### src/inc/dl_pkg.sv
// Constants shared by the debug link control and status bank.
// Overview of operation
// - Bank reachable only through link register port
// - Upper nibble of first register shows revision
// - Error code loads on error, clears on read
// - Error codes: parity, frame, timeout, start, bus, contention
// - Inter-byte delay inserts two idle bits
// - Parity ignore bit masks parity errors entirely
// - Access layer silent 65536 cycles flags timeout
// - Ack signature off suppresses positive acknowledges only
// - Guard code selects 128 down to 2 cycles
// - Neg ack off suppresses reset-during-access nack
// - Contention detection active while its bit zero
// - Shutdown bit stops phy, clock request, resets bank
// - User row key flag sets; write ends session
// - Program key flag clears when programming ready
// - Erase key flag clears when reset takes effect
// - Reset signature write asserts system reset
// - 0x59 asserts reset, 0x00 releases, bank excluded
// - Clock select: 16, 8, 4 MHz, default 4
package dl_pkg;

  // ==========================================================
  // Register offsets
  localparam logic [3:0] OFS_REVISION = 4'h0;
  localparam logic [3:0] OFS_ERRSIG   = 4'h1;
  localparam logic [3:0] OFS_OPT_A    = 4'h2;
  localparam logic [3:0] OFS_OPT_B    = 4'h3;
  localparam logic [3:0] OFS_KEYS     = 4'h7;
  localparam logic [3:0] OFS_RESET_REQUEST_BYTE   = 4'h8;
  localparam logic [3:0] OFS_CLKDIV   = 4'h9;
  localparam logic [3:0] OFS_SYSCTL   = 4'hA;
  localparam logic [3:0] OFS_SYSSTAT  = 4'hB;
  localparam logic [3:0] OFS_CRC      = 4'hC;

  // ==========================================================
  // Field positions
  localparam int IBD_BIT    = 7;
  localparam int PAR_BIT    = 5;
  localparam int TMO_BIT    = 4;
  localparam int ACK_BIT    = 3;
  localparam int NACK_BIT   = 4;
  localparam int CCD_BIT    = 3;
  localparam int SHUT_BIT   = 2;
  localparam int UROW_BIT   = 5;
  localparam int NVM_BIT    = 4;
  localparam int ERASE_BIT  = 3;
  localparam int CLKREQ_BIT = 0;
  localparam int UDONE_BIT  = 1;
  localparam logic [7:0] OPT_A_MASK = 8'hBF;
  localparam logic [7:0] OPT_B_MASK = 8'h1C;

  // ==========================================================
  // Reset values and codes
  localparam logic [7:0] OPT_RST     = 8'h00;
  localparam logic [7:0] RESET_REQUEST_BYTE_RST  = 8'h00;
  localparam logic [7:0] RESET_REQUEST_BYTE_SIG  = 8'h59;
  localparam logic [7:0] RESET_REQUEST_BYTE_RUN  = 8'h00;
  localparam logic [1:0] CLKSEL_RST  = 2'h3;
  localparam logic [1:0] CLKSEL_16M  = 2'h1;
  localparam logic [1:0] CLKSEL_8M   = 2'h2;
  localparam logic [1:0] CLKSEL_4M   = 2'h3;
  localparam logic       CLKREQ_RST  = 1'b1;

  localparam logic [2:0] ERR_NONE    = 3'h0;
  localparam logic [2:0] ERR_PARITY  = 3'h1;
  localparam logic [2:0] ERR_FRAME   = 3'h2;
  localparam logic [2:0] ERR_TIMEOUT = 3'h3;
  localparam logic [2:0] ERR_START   = 3'h4;
  localparam logic [2:0] ERR_BUS     = 3'h6;
  localparam logic [2:0] ERR_CONTEND = 3'h7;

  // ==========================================================
  // Cycle counts
  localparam int         TIMEOUT_CYCLES = 65536;
  localparam logic [7:0] GUARD_MAX_CYC  = 8'h80;
  localparam logic [7:0] GUARD_MIN_CYC  = 8'h02;
  localparam logic [2:0] GUARD_RSVD     = 3'h7;
  localparam logic [7:0] IDLE_BITS      = 8'h02;

  typedef enum logic [1:0] {
    GAP_IDLE  = 2'b00,
    GAP_GUARD = 2'b01,
    GAP_BYTE  = 2'b11
  } dl_gap_state_type;

endpackage

### src/hdl/dl_ctrl_regs.sv
// Control and status register bank of the single-pin debug link.
`timescale 1ns/10ps
module dl_ctrl_regs
  import dl_pkg::*;
#(
  // Arbitrary neutral revision value.
  parameter logic [3:0] REVISION    = 4'h1,
  parameter int         TMO_CYCLES  = TIMEOUT_CYCLES
) (
  input  wire logic       clk,
  input  wire logic       sys_rst,
  input  wire logic [3:0] reg_addr,
  input  wire logic [7:0] reg_wdata,
  input  wire logic       reg_wr,
  input  wire logic       reg_rd,
  output logic [7:0]      reg_rdata,
  input  wire logic       rx_parity_err,
  input  wire logic       rx_frame_err,
  input  wire logic       rx_start_err,
  input  wire logic       bus_err,
  input  wire logic       pin_contention,
  input  wire logic       acc_waiting,
  input  wire logic       ack_req,
  output logic            ack_send,
  output logic            nack_send,
  input  wire logic       access_busy,
  input  wire logic       dir_to_tx,
  input  wire logic       byte_sent,
  input  wire logic       multi_load,
  input  wire logic       bit_tick,
  output logic            tx_hold,
  output logic            parity_check_en,
  output logic            contention_det_en,
  input  wire logic       key_urow_ok,
  input  wire logic       key_prog_ok,
  input  wire logic       key_erase_ok,
  input  wire logic       sys_in_reset,
  input  wire logic       sys_in_sleep,
  input  wire logic       prog_ready,
  input  wire logic       urow_ready,
  input  wire logic       lock_status,
  input  wire logic [2:0] crc_status,
  input  wire logic       phy_wake,
  output logic            sys_reset_out,
  output logic            clk_req,
  output logic [1:0]      link_clock_select,
  output logic            urow_done,
  output logic            urow_session_end,
  output logic            phy_off,
  output logic            link_logic_rst
);

  // ==========================================================
  // Local state
  dl_gap_state_type gap_state;
  dl_gap_state_type next_gap_state;

  logic       bank_rst;
  logic [7:0] link_options_a;
  logic [7:0] link_options_b;
  logic [2:0] error_signature;
  logic       user_row_key_flag;
  logic       mem_program_key_flag;
  logic       erase_key_flag;
  logic [7:0] reset_request_byte;
  logic       clk_req_bit;
  logic       rst_sys_seen;
  logic       reset_out_q;
  logic       err_any;
  logic [2:0] err_code;
  logic       tmo_expired;
  logic       gap_load;
  logic [7:0] gap_count;
  logic       gap_tick;
  logic       gap_busy;
  logic       gap_done;
  logic [7:0] guard_cycles;
  logic [7:0] read_mux;
  logic       wr_opt_a;
  logic       wr_opt_b;
  logic       wr_keys;
  logic       wr_reset_request_byte;
  logic       wr_clkdiv;
  logic       wr_sysctl;
  logic       sys_rst_in_q;

  // Only the link register port reaches the bank; no CPU port.
  assign wr_opt_a  = reg_wr && (reg_addr == OFS_OPT_A);
  assign wr_opt_b  = reg_wr && (reg_addr == OFS_OPT_B);
  assign wr_keys   = reg_wr && (reg_addr == OFS_KEYS);
  assign wr_reset_request_byte = reg_wr && (reg_addr == OFS_RESET_REQUEST_BYTE);
  assign wr_clkdiv = reg_wr && (reg_addr == OFS_CLKDIV);
  assign wr_sysctl = reg_wr && (reg_addr == OFS_SYSCTL);

  // ==========================================================
  // Shutdown and bank reset
  // The system reset request is not part of bank_rst, so the
  // link keeps talking while the rest of the chip is held.
  assign bank_rst = sys_rst || link_logic_rst;

  always_ff @(posedge clk) begin
    if (sys_rst) begin
      link_logic_rst <= 1'b0;
    end else begin
      link_logic_rst <= wr_opt_b && reg_wdata[SHUT_BIT];
    end
  end

  always_ff @(posedge clk) begin
    if (sys_rst) begin
      phy_off <= 1'b0;
    end else if (wr_opt_b && reg_wdata[SHUT_BIT]) begin
      phy_off <= 1'b1;
    end else if (phy_wake) begin
      phy_off <= 1'b0;
    end
  end

  // ==========================================================
  // Option registers
  always_ff @(posedge clk) begin
    if (bank_rst) begin
      link_options_a <= OPT_RST;
    end else if (wr_opt_a) begin
      link_options_a <= reg_wdata & OPT_A_MASK;
    end
  end

  // The shutdown bit is never stored: it resets the bank anyway.
  always_ff @(posedge clk) begin
    if (bank_rst) begin
      link_options_b <= OPT_RST;
    end else if (wr_opt_b) begin
      link_options_b <= reg_wdata & OPT_B_MASK &
                        ~(8'h01 << SHUT_BIT);
    end
  end

  assign parity_check_en   = !link_options_a[PAR_BIT];
  assign contention_det_en = !link_options_b[CCD_BIT];

  // ==========================================================
  // Error signature
  dl_timeout #(
    .CYCLES (TMO_CYCLES)
  ) u_timeout (
    .clk         (clk),
    .rst         (bank_rst),
    .waiting     (acc_waiting),
    .disable_det (link_options_a[TMO_BIT]),
    .expired     (tmo_expired)
  );

  // Several faults in one cycle keep the most severe code.
  always_comb begin
    err_any  = 1'b1;
    err_code = ERR_NONE;
    if (pin_contention && contention_det_en) begin
      err_code = ERR_CONTEND;
    end else if (bus_err) begin
      err_code = ERR_BUS;
    end else if (rx_start_err) begin
      err_code = ERR_START;
    end else if (tmo_expired) begin
      err_code = ERR_TIMEOUT;
    end else if (rx_frame_err) begin
      err_code = ERR_FRAME;
    end else if (rx_parity_err && parity_check_en) begin
      err_code = ERR_PARITY;
    end else begin
      err_any = 1'b0;
    end
  end

  // A new error beats the clear of a read in the same cycle.
  always_ff @(posedge clk) begin
    if (bank_rst) begin
      error_signature <= ERR_NONE;
    end else if (err_any) begin
      error_signature <= err_code;
    end else if (reg_rd && (reg_addr == OFS_ERRSIG)) begin
      error_signature <= ERR_NONE;
    end
  end

  // ==========================================================
  // Acknowledge control
  always_ff @(posedge clk) begin
    if (bank_rst) begin
      ack_send <= 1'b0;
    end else begin
      ack_send <= ack_req && !link_options_a[ACK_BIT];
    end
  end

  always_ff @(posedge clk) begin
    if (bank_rst) begin
      sys_rst_in_q <= 1'b0;
      nack_send    <= 1'b0;
    end else begin
      sys_rst_in_q <= sys_in_reset;
      nack_send    <= sys_in_reset && !sys_rst_in_q &&
                      access_busy &&
                      !link_options_b[NACK_BIT];
    end
  end

  // ==========================================================
  // Transmit gaps
  // Reserved guard code 7 falls back to the shortest gap.
  always_comb begin
    if (link_options_a[2:0] == GUARD_RSVD) begin
      guard_cycles = GUARD_MIN_CYC;
    end else begin
      guard_cycles = GUARD_MAX_CYC >> link_options_a[2:0];
    end
  end

  always_comb begin
    next_gap_state = gap_state;
    gap_load       = 1'b0;
    gap_count      = guard_cycles;
    case (gap_state)
      GAP_IDLE: begin
        if (dir_to_tx) begin
          next_gap_state = GAP_GUARD;
          gap_load       = 1'b1;
        end else if (byte_sent && multi_load &&
                     link_options_a[IBD_BIT]) begin
          next_gap_state = GAP_BYTE;
          gap_load       = 1'b1;
          gap_count      = IDLE_BITS;
        end
      end
      GAP_GUARD, GAP_BYTE: begin
        if (gap_done) begin
          next_gap_state = GAP_IDLE;
        end
      end
      default: begin
        next_gap_state = GAP_IDLE;
      end
    endcase
  end

  always_ff @(posedge clk) begin
    if (bank_rst) begin
      gap_state <= GAP_IDLE;
    end else begin
      gap_state <= next_gap_state;
    end
  end

  // Guard time counts link cycles, the byte gap counts bit periods.
  assign gap_tick = (gap_state == GAP_GUARD) ? 1'b1 : bit_tick;
  assign tx_hold  = (gap_state != GAP_IDLE) || gap_busy;

  dl_gap_timer #(
    .W (8)
  ) u_gap (
    .clk   (clk),
    .rst   (bank_rst),
    .load  (gap_load),
    .count (gap_count),
    .tick  (gap_tick),
    .busy  (gap_busy),
    .done  (gap_done)
  );

  // ==========================================================
  // Key flags
  always_ff @(posedge clk) begin
    if (bank_rst) begin
      user_row_key_flag <= 1'b0;
    end else if (key_urow_ok) begin
      user_row_key_flag <= 1'b1;
    end else if (wr_keys && reg_wdata[UROW_BIT]) begin
      user_row_key_flag <= 1'b0;
    end
  end

  always_ff @(posedge clk) begin
    if (bank_rst) begin
      urow_session_end <= 1'b0;
    end else begin
      urow_session_end <= wr_keys && reg_wdata[UROW_BIT];
    end
  end

  always_ff @(posedge clk) begin
    if (bank_rst) begin
      mem_program_key_flag <= 1'b0;
    end else if (key_prog_ok) begin
      mem_program_key_flag <= 1'b1;
    end else if (prog_ready) begin
      mem_program_key_flag <= 1'b0;
    end
  end

  always_ff @(posedge clk) begin
    if (bank_rst) begin
      erase_key_flag <= 1'b0;
    end else if (key_erase_ok) begin
      erase_key_flag <= 1'b1;
    end else if (sys_reset_out && !reset_out_q) begin
      erase_key_flag <= 1'b0;
    end
  end

  // ==========================================================
  // System reset request and clocking
  always_ff @(posedge clk) begin
    if (bank_rst) begin
      reset_request_byte <= RESET_REQUEST_BYTE_RST;
    end else if (wr_reset_request_byte) begin
      reset_request_byte <= reg_wdata;
    end
  end

  // Reserved request values release the reset like RUN does.
  assign sys_reset_out = (reset_request_byte == RESET_REQUEST_BYTE_SIG);

  always_ff @(posedge clk) begin
    if (bank_rst) begin
      reset_out_q <= 1'b0;
    end else begin
      reset_out_q <= sys_reset_out;
    end
  end

  always_ff @(posedge clk) begin
    if (bank_rst) begin
      rst_sys_seen <= 1'b0;
    end else if (sys_in_reset || sys_reset_out) begin
      rst_sys_seen <= 1'b1;
    end else if (reg_rd && (reg_addr == OFS_SYSSTAT)) begin
      rst_sys_seen <= 1'b0;
    end
  end

  always_ff @(posedge clk) begin
    if (bank_rst) begin
      link_clock_select <= CLKSEL_RST;
    end else if (wr_clkdiv) begin
      link_clock_select <= reg_wdata[1:0];
    end
  end

  always_ff @(posedge clk) begin
    if (bank_rst) begin
      clk_req_bit <= CLKREQ_RST;
    end else if (wr_sysctl) begin
      clk_req_bit <= reg_wdata[CLKREQ_BIT];
    end
  end

  assign clk_req = clk_req_bit && !phy_off;

  always_ff @(posedge clk) begin
    if (bank_rst) begin
      urow_done <= 1'b0;
    end else begin
      urow_done <= wr_sysctl && reg_wdata[UDONE_BIT] &&
                   user_row_key_flag;
    end
  end

  // ==========================================================
  // Read path
  always_comb begin
    read_mux = 8'h00;
    case (reg_addr)
      OFS_REVISION: read_mux = {REVISION, 4'h0};
      OFS_ERRSIG:   read_mux = {5'h00, error_signature};
      OFS_OPT_A:    read_mux = link_options_a;
      OFS_OPT_B:    read_mux = link_options_b;
      OFS_KEYS:     read_mux = {2'h0, user_row_key_flag,
                                mem_program_key_flag,
                                erase_key_flag, 3'h0};
      OFS_RESET_REQUEST_BYTE:   read_mux = reset_request_byte;
      OFS_CLKDIV:   read_mux = {6'h00, link_clock_select};
      OFS_SYSCTL:   read_mux = {7'h00, clk_req_bit};
      OFS_SYSSTAT:  read_mux = {2'h0, rst_sys_seen, sys_in_sleep,
                                prog_ready, urow_ready, 1'b0,
                                lock_status};
      OFS_CRC:      read_mux = {5'h00, crc_status};
      default:      read_mux = 8'h00;
    endcase
  end

  always_ff @(posedge clk) begin
    if (bank_rst) begin
      reg_rdata <= 8'h00;
    end else if (reg_rd) begin
      reg_rdata <= read_mux;
    end
  end

endmodule

### src/hdl/dl_gap_timer.sv
// Down counter for guard time and inter-byte idle gaps.
`timescale 1ns/10ps
module dl_gap_timer
  import dl_pkg::*;
#(
  parameter int W = 8
) (
  input  wire logic         clk,
  input  wire logic         rst,
  input  wire logic         load,
  input  wire logic [W-1:0] count,
  input  wire logic         tick,
  output logic              busy,
  output logic              done
);

  logic [W-1:0] remain;

  assign busy = (remain != '0);

  always_ff @(posedge clk) begin
    if (rst) begin
      remain <= '0;
    end else if (load) begin
      remain <= count;
    end else if (busy && tick) begin
      remain <= remain - {{(W-1){1'b0}}, 1'b1};
    end
  end

  always_ff @(posedge clk) begin
    if (rst) begin
      done <= 1'b0;
    end else begin
      done <= !load && tick && (remain == {{(W-1){1'b0}}, 1'b1});
    end
  end

endmodule

### src/hdl/dl_timeout.sv
// Watchdog on the access layer response while a request waits.
`timescale 1ns/10ps
module dl_timeout
  import dl_pkg::*;
#(
  parameter int CYCLES = TIMEOUT_CYCLES
) (
  input  wire logic clk,
  input  wire logic rst,
  input  wire logic waiting,
  input  wire logic disable_det,
  output logic      expired
);

  localparam int CW = $clog2(CYCLES) + 1;
  localparam logic [CW-1:0] LIMIT = CW'(CYCLES);

  logic [CW-1:0] elapsed;

  // Counting stops once expired so one wait gives one flag.
  always_ff @(posedge clk) begin
    if (rst || !waiting || disable_det) begin
      elapsed <= '0;
    end else if (elapsed != LIMIT) begin
      elapsed <= elapsed + {{(CW-1){1'b0}}, 1'b1};
    end
  end

  always_ff @(posedge clk) begin
    if (rst) begin
      expired <= 1'b0;
    end else begin
      expired <= waiting && !disable_det &&
                 (elapsed == LIMIT - {{(CW-1){1'b0}}, 1'b1});
    end
  end

endmodule

### config.mk
export PLATFORM = sky130hd
export DESIGN_NAME = dl_ctrl_regs
export DESIGN_NICKNAME = d
export VERILOG_FILES = /design/src/inc/dl_pkg.sv /design/src/hdl/dl_ctrl_regs.sv /design/src/hdl/dl_gap_timer.sv /design/src/hdl/dl_timeout.sv
export SDC_FILE = /design/constraint.sdc
export NUM_CORES = 1
export LEC_CHECK = 0
export ABC_AREA = 1
export BUFFER_PORTS_ARGS = -buffer_cell sky130_fd_sc_hd__buf_4
export CORE_ASPECT_RATIO = 1.2
export CORE_MARGIN = 2
export CORE_UTILIZATION = 25
export CTS_CLUSTER_DIAMETER = 100
export DETAILED_ROUTE_END_ITERATION = 6
export HOLD_SLACK_MARGIN = 0.03
export SYNTH_ARGS = -nofsm -noshare
export SYNTH_HDL_FRONTEND = slang
export SYNTH_SLANG_ARGS = --single-unit
### constraint.sdc
create_clock -name clk -period 1.4 [get_ports clk]
set_input_delay 0.28 -clock clk [delete_from_list [all_inputs] [get_ports clk]]
set_output_delay 0.28 -clock clk [all_outputs]
set_load 0.05 [all_outputs]
==> results of run 1 <==
==> through the flow <==
step,hold WS (ns),instance area (um^2),util,TNS (ns)
after floorplan,0.345,3620,-,0
after global placement,0.383,4520,0.317,-0.00824
after detailed placement,0.388,4520,0.317,-0.102
after CTS,0.112,4940,0.347,-0.284
after global routing,0.116,5070,0.356,-1.39
final,0.124,5070,0.356,-0.403
==> what timing repair did <==
action | CTS | global route
buffers inserted | 6 | 3
pin swaps | 6 | 18
endpoints found under the setup margin | 8 | 19
gates resized for setup | 24 | 42
cloned | 0 | 0
==> final cells by class <==
cell class / count / area, um^2
inverters: 67 / 254
flip-flops and latches: 72 / 1460
clock buffers: 11 / 243
multi-input cells: 367 / 1980
fillers: 1515 / 9160
well taps: 175 / 219
repair buffers: 107 / 838
clock inverters: 5 / 80.1
==> layer usage <==
metal,vias to the layer above,share of wire
met5,-,0
met4,0,0.021
met3,14,0.050
met2,76,0.52
met1,1637,0.41
li1,1911,-
==> power breakdown <==
part / switching (W) / total (W) / internal [W] / leakage, nW
registers: 0.0000834 / 0.00225 / 0.00217 / 0.591
logic: 0.000846 / 0.00150 / 0.000654 / 1.46
clock network: 0.000896 / 0.00250 / 0.00161 / 0.152
total: 0.00183 / 0.00625 / 0.00443 / 2.20
==> cells in the final DEF (no fill, tap or decap), types with 2 or more instances in the layout <==
| master | count |
|---|---|
| inv_1 | 50 |
| nand2_1 | 86 |
| nor2_1 | 64 |
| ha_4 | 2 |
| clkinvlp_4 | 2 |
| buf_4 | 102 |
| nand4_1 | 15 |
| nand3_1 | 53 |
| inv_2 | 15 |
| a21oi_2 | 4 |
| o21a_1 | 2 |
| buf_6 | 2 |
| clkbuf_16 | 9 |
| ha_2 | 2 |
| dfxtp_1 | 62 |
| bufinv_16 | 2 |
| o21ai_1 | 9 |
| ha_1 | 2 |
| a21oi_1 | 42 |
| nor3_1 | 4 |
| buf_8 | 2 |
| nand2_4 | 2 |
| o21ai_0 | 26 |
| o21bai_1 | 2 |
| nor2_2 | 7 |
| o21ai_2 | 5 |
| a31oi_1 | 4 |
| nand3_2 | 3 |
| nor4_1 | 2 |
| xor2_1 | 2 |
| dfxtp_2 | 9 |
| nor2_4 | 12 |
| nand2_2 | 12 |
==> worst paths after layout <==
path	slack, ns	endpoint	from	cells after the start
worst max-delay path	-0.19	tx_hold	u_gap.remain[6]$_SDFFE_PP0P_	6
worst min-delay path	0.12	link_logic_rst$_SDFF_PP0_	sys_rst	2
worst max register to register	-0.03	u_gap.remain[3]$_SDFFE_PP0P_	u_gap.remain[0]$_SDFFE_PP0P_	7
worst min register to register	0.39	nack_send$_SDFF_PP0_	sys_rst_in_q$_SDFF_PP0_	1
==> state kept, by name, indices dropped and copies added (netlist names), 2 cells and up <==
name	count
reg_rdata	8
error_signature	3
link_clock_select	2
u_gap.remain	8
gap_state	2
reset_request_byte	8
link_options_b	2
link_options_a	7
u_timeout.elapsed	17
==> kinds of logic (layout without fill, tap and decap cells) <==
kind of cell,after synthesis,in the layout,share of synthesized area
flip-flops,72,72,0.399
adder cells (fa/ha/maj),6,6,0.0208
buffers and inverters,78,190,0.0907
XOR/XNOR,2,2,0.00485
AO/OA/AOI/OAI,95,95,0.144
AND/OR/NAND/NOR,264,264,0.341
==> qor.yml, run 1 <==
timing:
  fin_crit_sh: 1.14
  clock.fmax_ghz: 0.629
  finalSetupViolations: 7
  rsz0062_at_grt: "true"
  drv_slew: 0
  finClkSkew_ns: 0.00773
  min_period_ns: 1.59
  finalHoldViolations: 0
  worst_slack_ns: -0.190
  max_slew_margin: 0.808
  worstMarginPinSlew_ns: 0.285
synthesis:
  ys_warn_count: 0
  syn_area_um2: 3610
  syn_avg_cell_area_um2: 6.99
  synthArstFlopShare: 0
  ys.flop_type: "dfxtp_1"
  yosys.area.top_type: "dfxtp_1"
  synth.most_common_cell: "nand2_1"
  synth_edf_count: 0
  ys_seq_elements: 72
  syn-instance-count: 517
  ys_types: 35
  synth-seq-area-share: 0.399
  synth_commonest_cells: "nand2_1 (96), dfxtp_1 (72), nor2_1 (72)"
  synth_nets: 563
  synth_area_leaders: "dfxtp_1 (40%), nand2_1 (10%), nand3_1 (7.6%)"
  yosys.area.top_type_share: 0.399
drt:
  first_iter_violations: 144
  detail_route.wl_per_cell_um: 13.2
  drc: 0
  ant_nets: 0
  num_vias: 3638
  viasPerCell: 4.52
  first_pass_iters: 5
  wl_mm: 10.6
pwr:
  leakage_nw: 2.20
  irDropWorstVdd_uv: 540
  total_power_w: 0.00625
  power_density_nw_per_um2: 1230
critical_path:
  crit_buf_inv: 2
  worstSetupPathType: "reg -> out"
  slowest_stage: "dfxtp_2"
  crit_path_end_kind: "primary output"
  start_kind: "register"
  cp.arrival_ns: 1.31
  path_cells: "nor2_4 > nand2_2 > buf_6 > nor2_4 > nand2_2 > buf_8"
  critPathMaxStageDelay_ns: 0.33
  critPathMaxFanout: 2
  crit_family: "simple AND/OR/NAND/NOR gates"
  crit_required_ns: 1.12
placement:
  placed_cells: 779
  port_buffers: 60
  dpl_worst_slack_ns: -0.0553
  dp_hpwl_mm: 8.28
  gp_congestion: 0.844
global_route:
  grt_pass1_wl_mm: 16.8
  grt_overflow_total: 0
  grt_util_met2: 0.258
  grtUsageMet1: 0.155
  antenna_found_initial: 0
  grt_max_degree: 20
  grt_use_met3: 0.0380
  grt_usage: 0.141
  busiest_layer: "met2"
  first_global_vias: 3547
die:
  die_w_um: 114
  dieArea_um2: 15400
  rows: 48
  coreArea_um2: 14200
  initial_utilization: 0.254
  die_height_um: 136
  io-pin-count: 61
clock_tree:
  clockBufferDepth: 2
  tritoncts: "built"
  numCtsBuffers: 9
  htreeDepth: 3
  holdBufCountCts: 0
  path_clk_slew_ns: 0.06
  cts_sinks: 72
  root_buffer: "clkbuf_16"
  insertion_delay_ns: 0.34
finish:
  diodes: 0
  syn_to_final_growth_pct: 40.4
  drive_gt1_frac: 0.321
  nets: 670
  fin_cells: 804
run_status:
  failed_checks: "setup timing"
  outcome: "finished, violations left"
min_path:
  hold_path.class: "in -> reg"
job:
  drv_cap: 0
(Power assumes the default switching activity.)
==> run 2, diff against run 1 <==
- CELL_PAD_IN_SITES_DETAIL_PLACEMENT: default -> 0
- CELL_PAD_IN_SITES_GLOBAL_PLACEMENT: default -> 1
- PLACE_DENSITY_LB_ADDON: default -> 0.1
==> run 2 against run 1 <==
  * The run still ends with setup timing left
  * Critical path depth did not move
  * Global-route usage rose by 0.93 points
  * Critical path type unchanged
  * Highest routed layer unchanged
  * Sequential power barely moved
  * First-iteration DRC count fell by 20%
  * Maximum frequency rose by 2.0%
  * Clock power rose by 2%
==> qor.yml, run 2 (same netlist as run 1, synthesis figures left out) <==
finish:
  largest_reg_flops: 17  # unchanged
  syn_to_final_growth_pct: 40.9  # was 40.4%
  diodes: 0  # unchanged
  layout_common_cells: "buf_4 (103), nand2_1 (85), nor2_1 (64), dfxtp_1 (63), nand3_1 (53)"  # was buf_4 (102), nand2_1 (86), nor2_1 (64), dfxtp_1 (62), nand3_1 (53)
  nets: 672  # was 670
  regMostFlops: "u_timeout.elapsed"  # unchanged
  final_common_cell: "buf_4"  # unchanged
  design_area_um2: 5090  # was 5070 um^2
  drive_gt1_frac: 0.319  # was 0.321
drt:
  first_iter_violations: 115  # was 144
  viasPerCell: 4.57  # was 4.52
  wl_mm: 11.3  # was 10.6 mm
  ant_nets: 0  # unchanged
  first_pass_iters: 4  # was 5
  num_vias: 3687  # was 3638
  detail_route.wl_per_cell_um: 14.1  # was 13.2 um
  drc: 0  # unchanged
critical_path:
  crit_family: "flip-flops"  # was simple AND/OR/NAND/NOR gates
  rr_startpoint: "u_gap.remain[1]$_SDFFE_PP0P_"  # was u_gap.remain[0]$_SDFFE_PP0P_
  crit_path_end_kind: "primary output"  # unchanged
  cp.arrival_ns: 1.28  # was 1.31 ns
  worstSetupPathType: "reg -> out"  # unchanged
  path_cells: "inv_1 > ha_1 > nand2_2 > nor2_4 > nand2_2 > buf_6"  # was nor2_4 > nand2_2 > buf_6 > nor2_4 > nand2_2 > buf_8
  slowest_stage: "dfxtp_1"  # was dfxtp_2
  crit_required_ns: 1.12  # about the same
  start_kind: "register"  # unchanged
  cp-startpoint: "u_gap.remain[1]$_SDFFE_PP0P_"  # was u_gap.remain[6]$_SDFFE_PP0P_
  reg2reg_depth: 8  # was 7
  worst-path-stages: 6  # unchanged
  cpMostUsedCell: "nand2_2"
  worstSetupEndpoint: "tx_hold"  # unchanged
  r2r_setup_slack_ns: 0.05  # was -0.03 ns
  r2r_end: "u_gap.remain[2]$_SDFFE_PP0P_"  # was u_gap.remain[3]$_SDFFE_PP0P_
  critPathMaxFanout: 2  # unchanged
  crit_buf_inv: 2  # unchanged
  critPathMaxStageDelay_ns: 0.31  # was 0.33 ns
die:
  rows: 48  # unchanged
  coreArea_um2: 14200  # unchanged
  dieArea_um2: 15400  # unchanged
  io-pin-count: 61  # unchanged
  initial_utilization: 0.254  # unchanged
  die_w_um: 114  # unchanged
  die_height_um: 136  # unchanged
global_route:
  antenna_found_initial: 0  # unchanged
  grt_pass1_wl_mm: 17.9  # was 16.8 mm
  first_global_vias: 3513  # was 3547
  grt_overflow_total: 0  # unchanged
  grt_max_degree: 23  # was 20
  grt_usage: 0.150  # was 0.141
clock_tree:
  root_buffer: "clkbuf_16"  # unchanged
  htreeDepth: 3  # unchanged
  cts_sinks: 72  # unchanged
  path_clk_slew_ns: 0.06  # about the same
  numCtsBuffers: 9  # unchanged
  clockBufferDepth: 2  # unchanged
  insertion_delay_ns: 0.34  # about the same
  tritoncts: "built"  # unchanged
placement:
  dp_hpwl_mm: 8.50  # was 8.28 mm
  place_area_um2: 4560  # was 4520 um^2
  port_buffers: 60  # unchanged
  gp_congestion: 0.795  # was 0.844
timing:
  drv_slew: 0  # unchanged
  worst_slack_ns: -0.160  # was -0.190 ns
  min_period_ns: 1.56  # was 1.59 ns
  finClkSkew_ns: 0.00609  # was 0.00773 ns
  worstMarginPinSlew_ns: 0.319  # was 0.285 ns
  finalHoldViolations: 0  # unchanged
  finalSetupViolations: 2  # was 7
  rsz0062_at_grt: "true"  # unchanged
  clock.fmax_ghz: 0.641  # was 0.629 GHz
  fin_crit_sh: 1.11  # was 1.14
  max_slew_margin: 0.786  # was 0.808
job:
  drv_cap: 0  # unchanged
min_path:
  worstHoldPathCells: 2  # unchanged
  hold_path.class: "in -> reg"  # unchanged
pwr:
  total_power_w: 0.00636  # was 0.00625 W
  irDropWorstVdd_uv: 424  # was 540 uV
  power_density_nw_per_um2: 1250  # was 1230 nW/um^2
  leakage_nw: 2.20  # about the same
run_status:
  failed_checks: "setup timing"  # unchanged
  outcome: "finished, violations left"  # unchanged
## run 2: what timing repair did
item,CTS,global route
pin swaps,5,15
endpoints found under the setup margin,10,20
gates resized for setup,22,40
gates cloned,0,0
buffers inserted,4,4
hold buffers,0,0
## run 2: worst reg2reg max path, stage by stage (launching register included)
cell and delay, ns:
dfxtp_1 0.31, inv_1 0.08, ha_1 0.16, nand2_2 0.07
o21ai_1 0.21, nand2_2 0.16, buf_4 0.17, nand2_1 0.05
a21oi_1 0.05
## run 2: worst min-delay path by stage
stage | to | slack (ns) | start
final | link_logic_rst$_SDFF_PP0_ | 0.13 | sys_rst
after global routing | phy_off$_SDFFE_PP0P_ | 0.13 | sys_rst
after CTS | link_logic_rst$_SDFF_PP0_ | 0.12 | sys_rst
after detailed placement | nack_send$_SDFF_PP0_ | 0.38 | sys_rst_in_q$_SDFF_PP0_
after global placement | nack_send$_SDFF_PP0_ | 0.38 | sys_rst_in_q$_SDFF_PP0_
after floorplan | link_logic_rst$_SDFF_PP0_ | 0.34 | sys_rst
## run 2: metrics by stage
step	hold slack (ns)	util	cells	worst slack (ns)	setup TNS, ns
finish	0.127	0.358	806	-0.160	-0.203
global route	0.128	0.358	806	-0.205	-0.727
CTS	0.119	0.349	802	-0.173	-0.320
detailed placement	0.383	0.321	782	-0.0894	-0.449
global placement	0.377	0.321	782	-0.0428	-0.182
floorplan	0.345	-	517	0.0210	0
## run 2: area by class of cell
type | count | area (um^2)
Fill cell | 1546 | 9140
Clock buffer | 11 | 243
Inverter | 67 | 254
Clock inverter | 5 | 80.1
Sequential cell | 72 | 1460
Timing Repair Buffer | 109 | 867
Tap cell | 175 | 219
Multi-Input combinational cell | 367 | 1970
## run 2: metal layers
metal  track usage  up-vias  part of all wire
met5             0        -                 0
met4        0.0610        0             0.016
met3        0.0215       13             0.028
met2         0.249       61              0.48
met1         0.197     1703              0.48
li1              -     1910                 -
## run 2: report_power, final
part	internal, W	switching, W	total, W
Sequential	0.00217	0.0000859	0.00225
Clock	0.00161	0.000947	0.00255
Combinational	0.000668	0.000883	0.00155
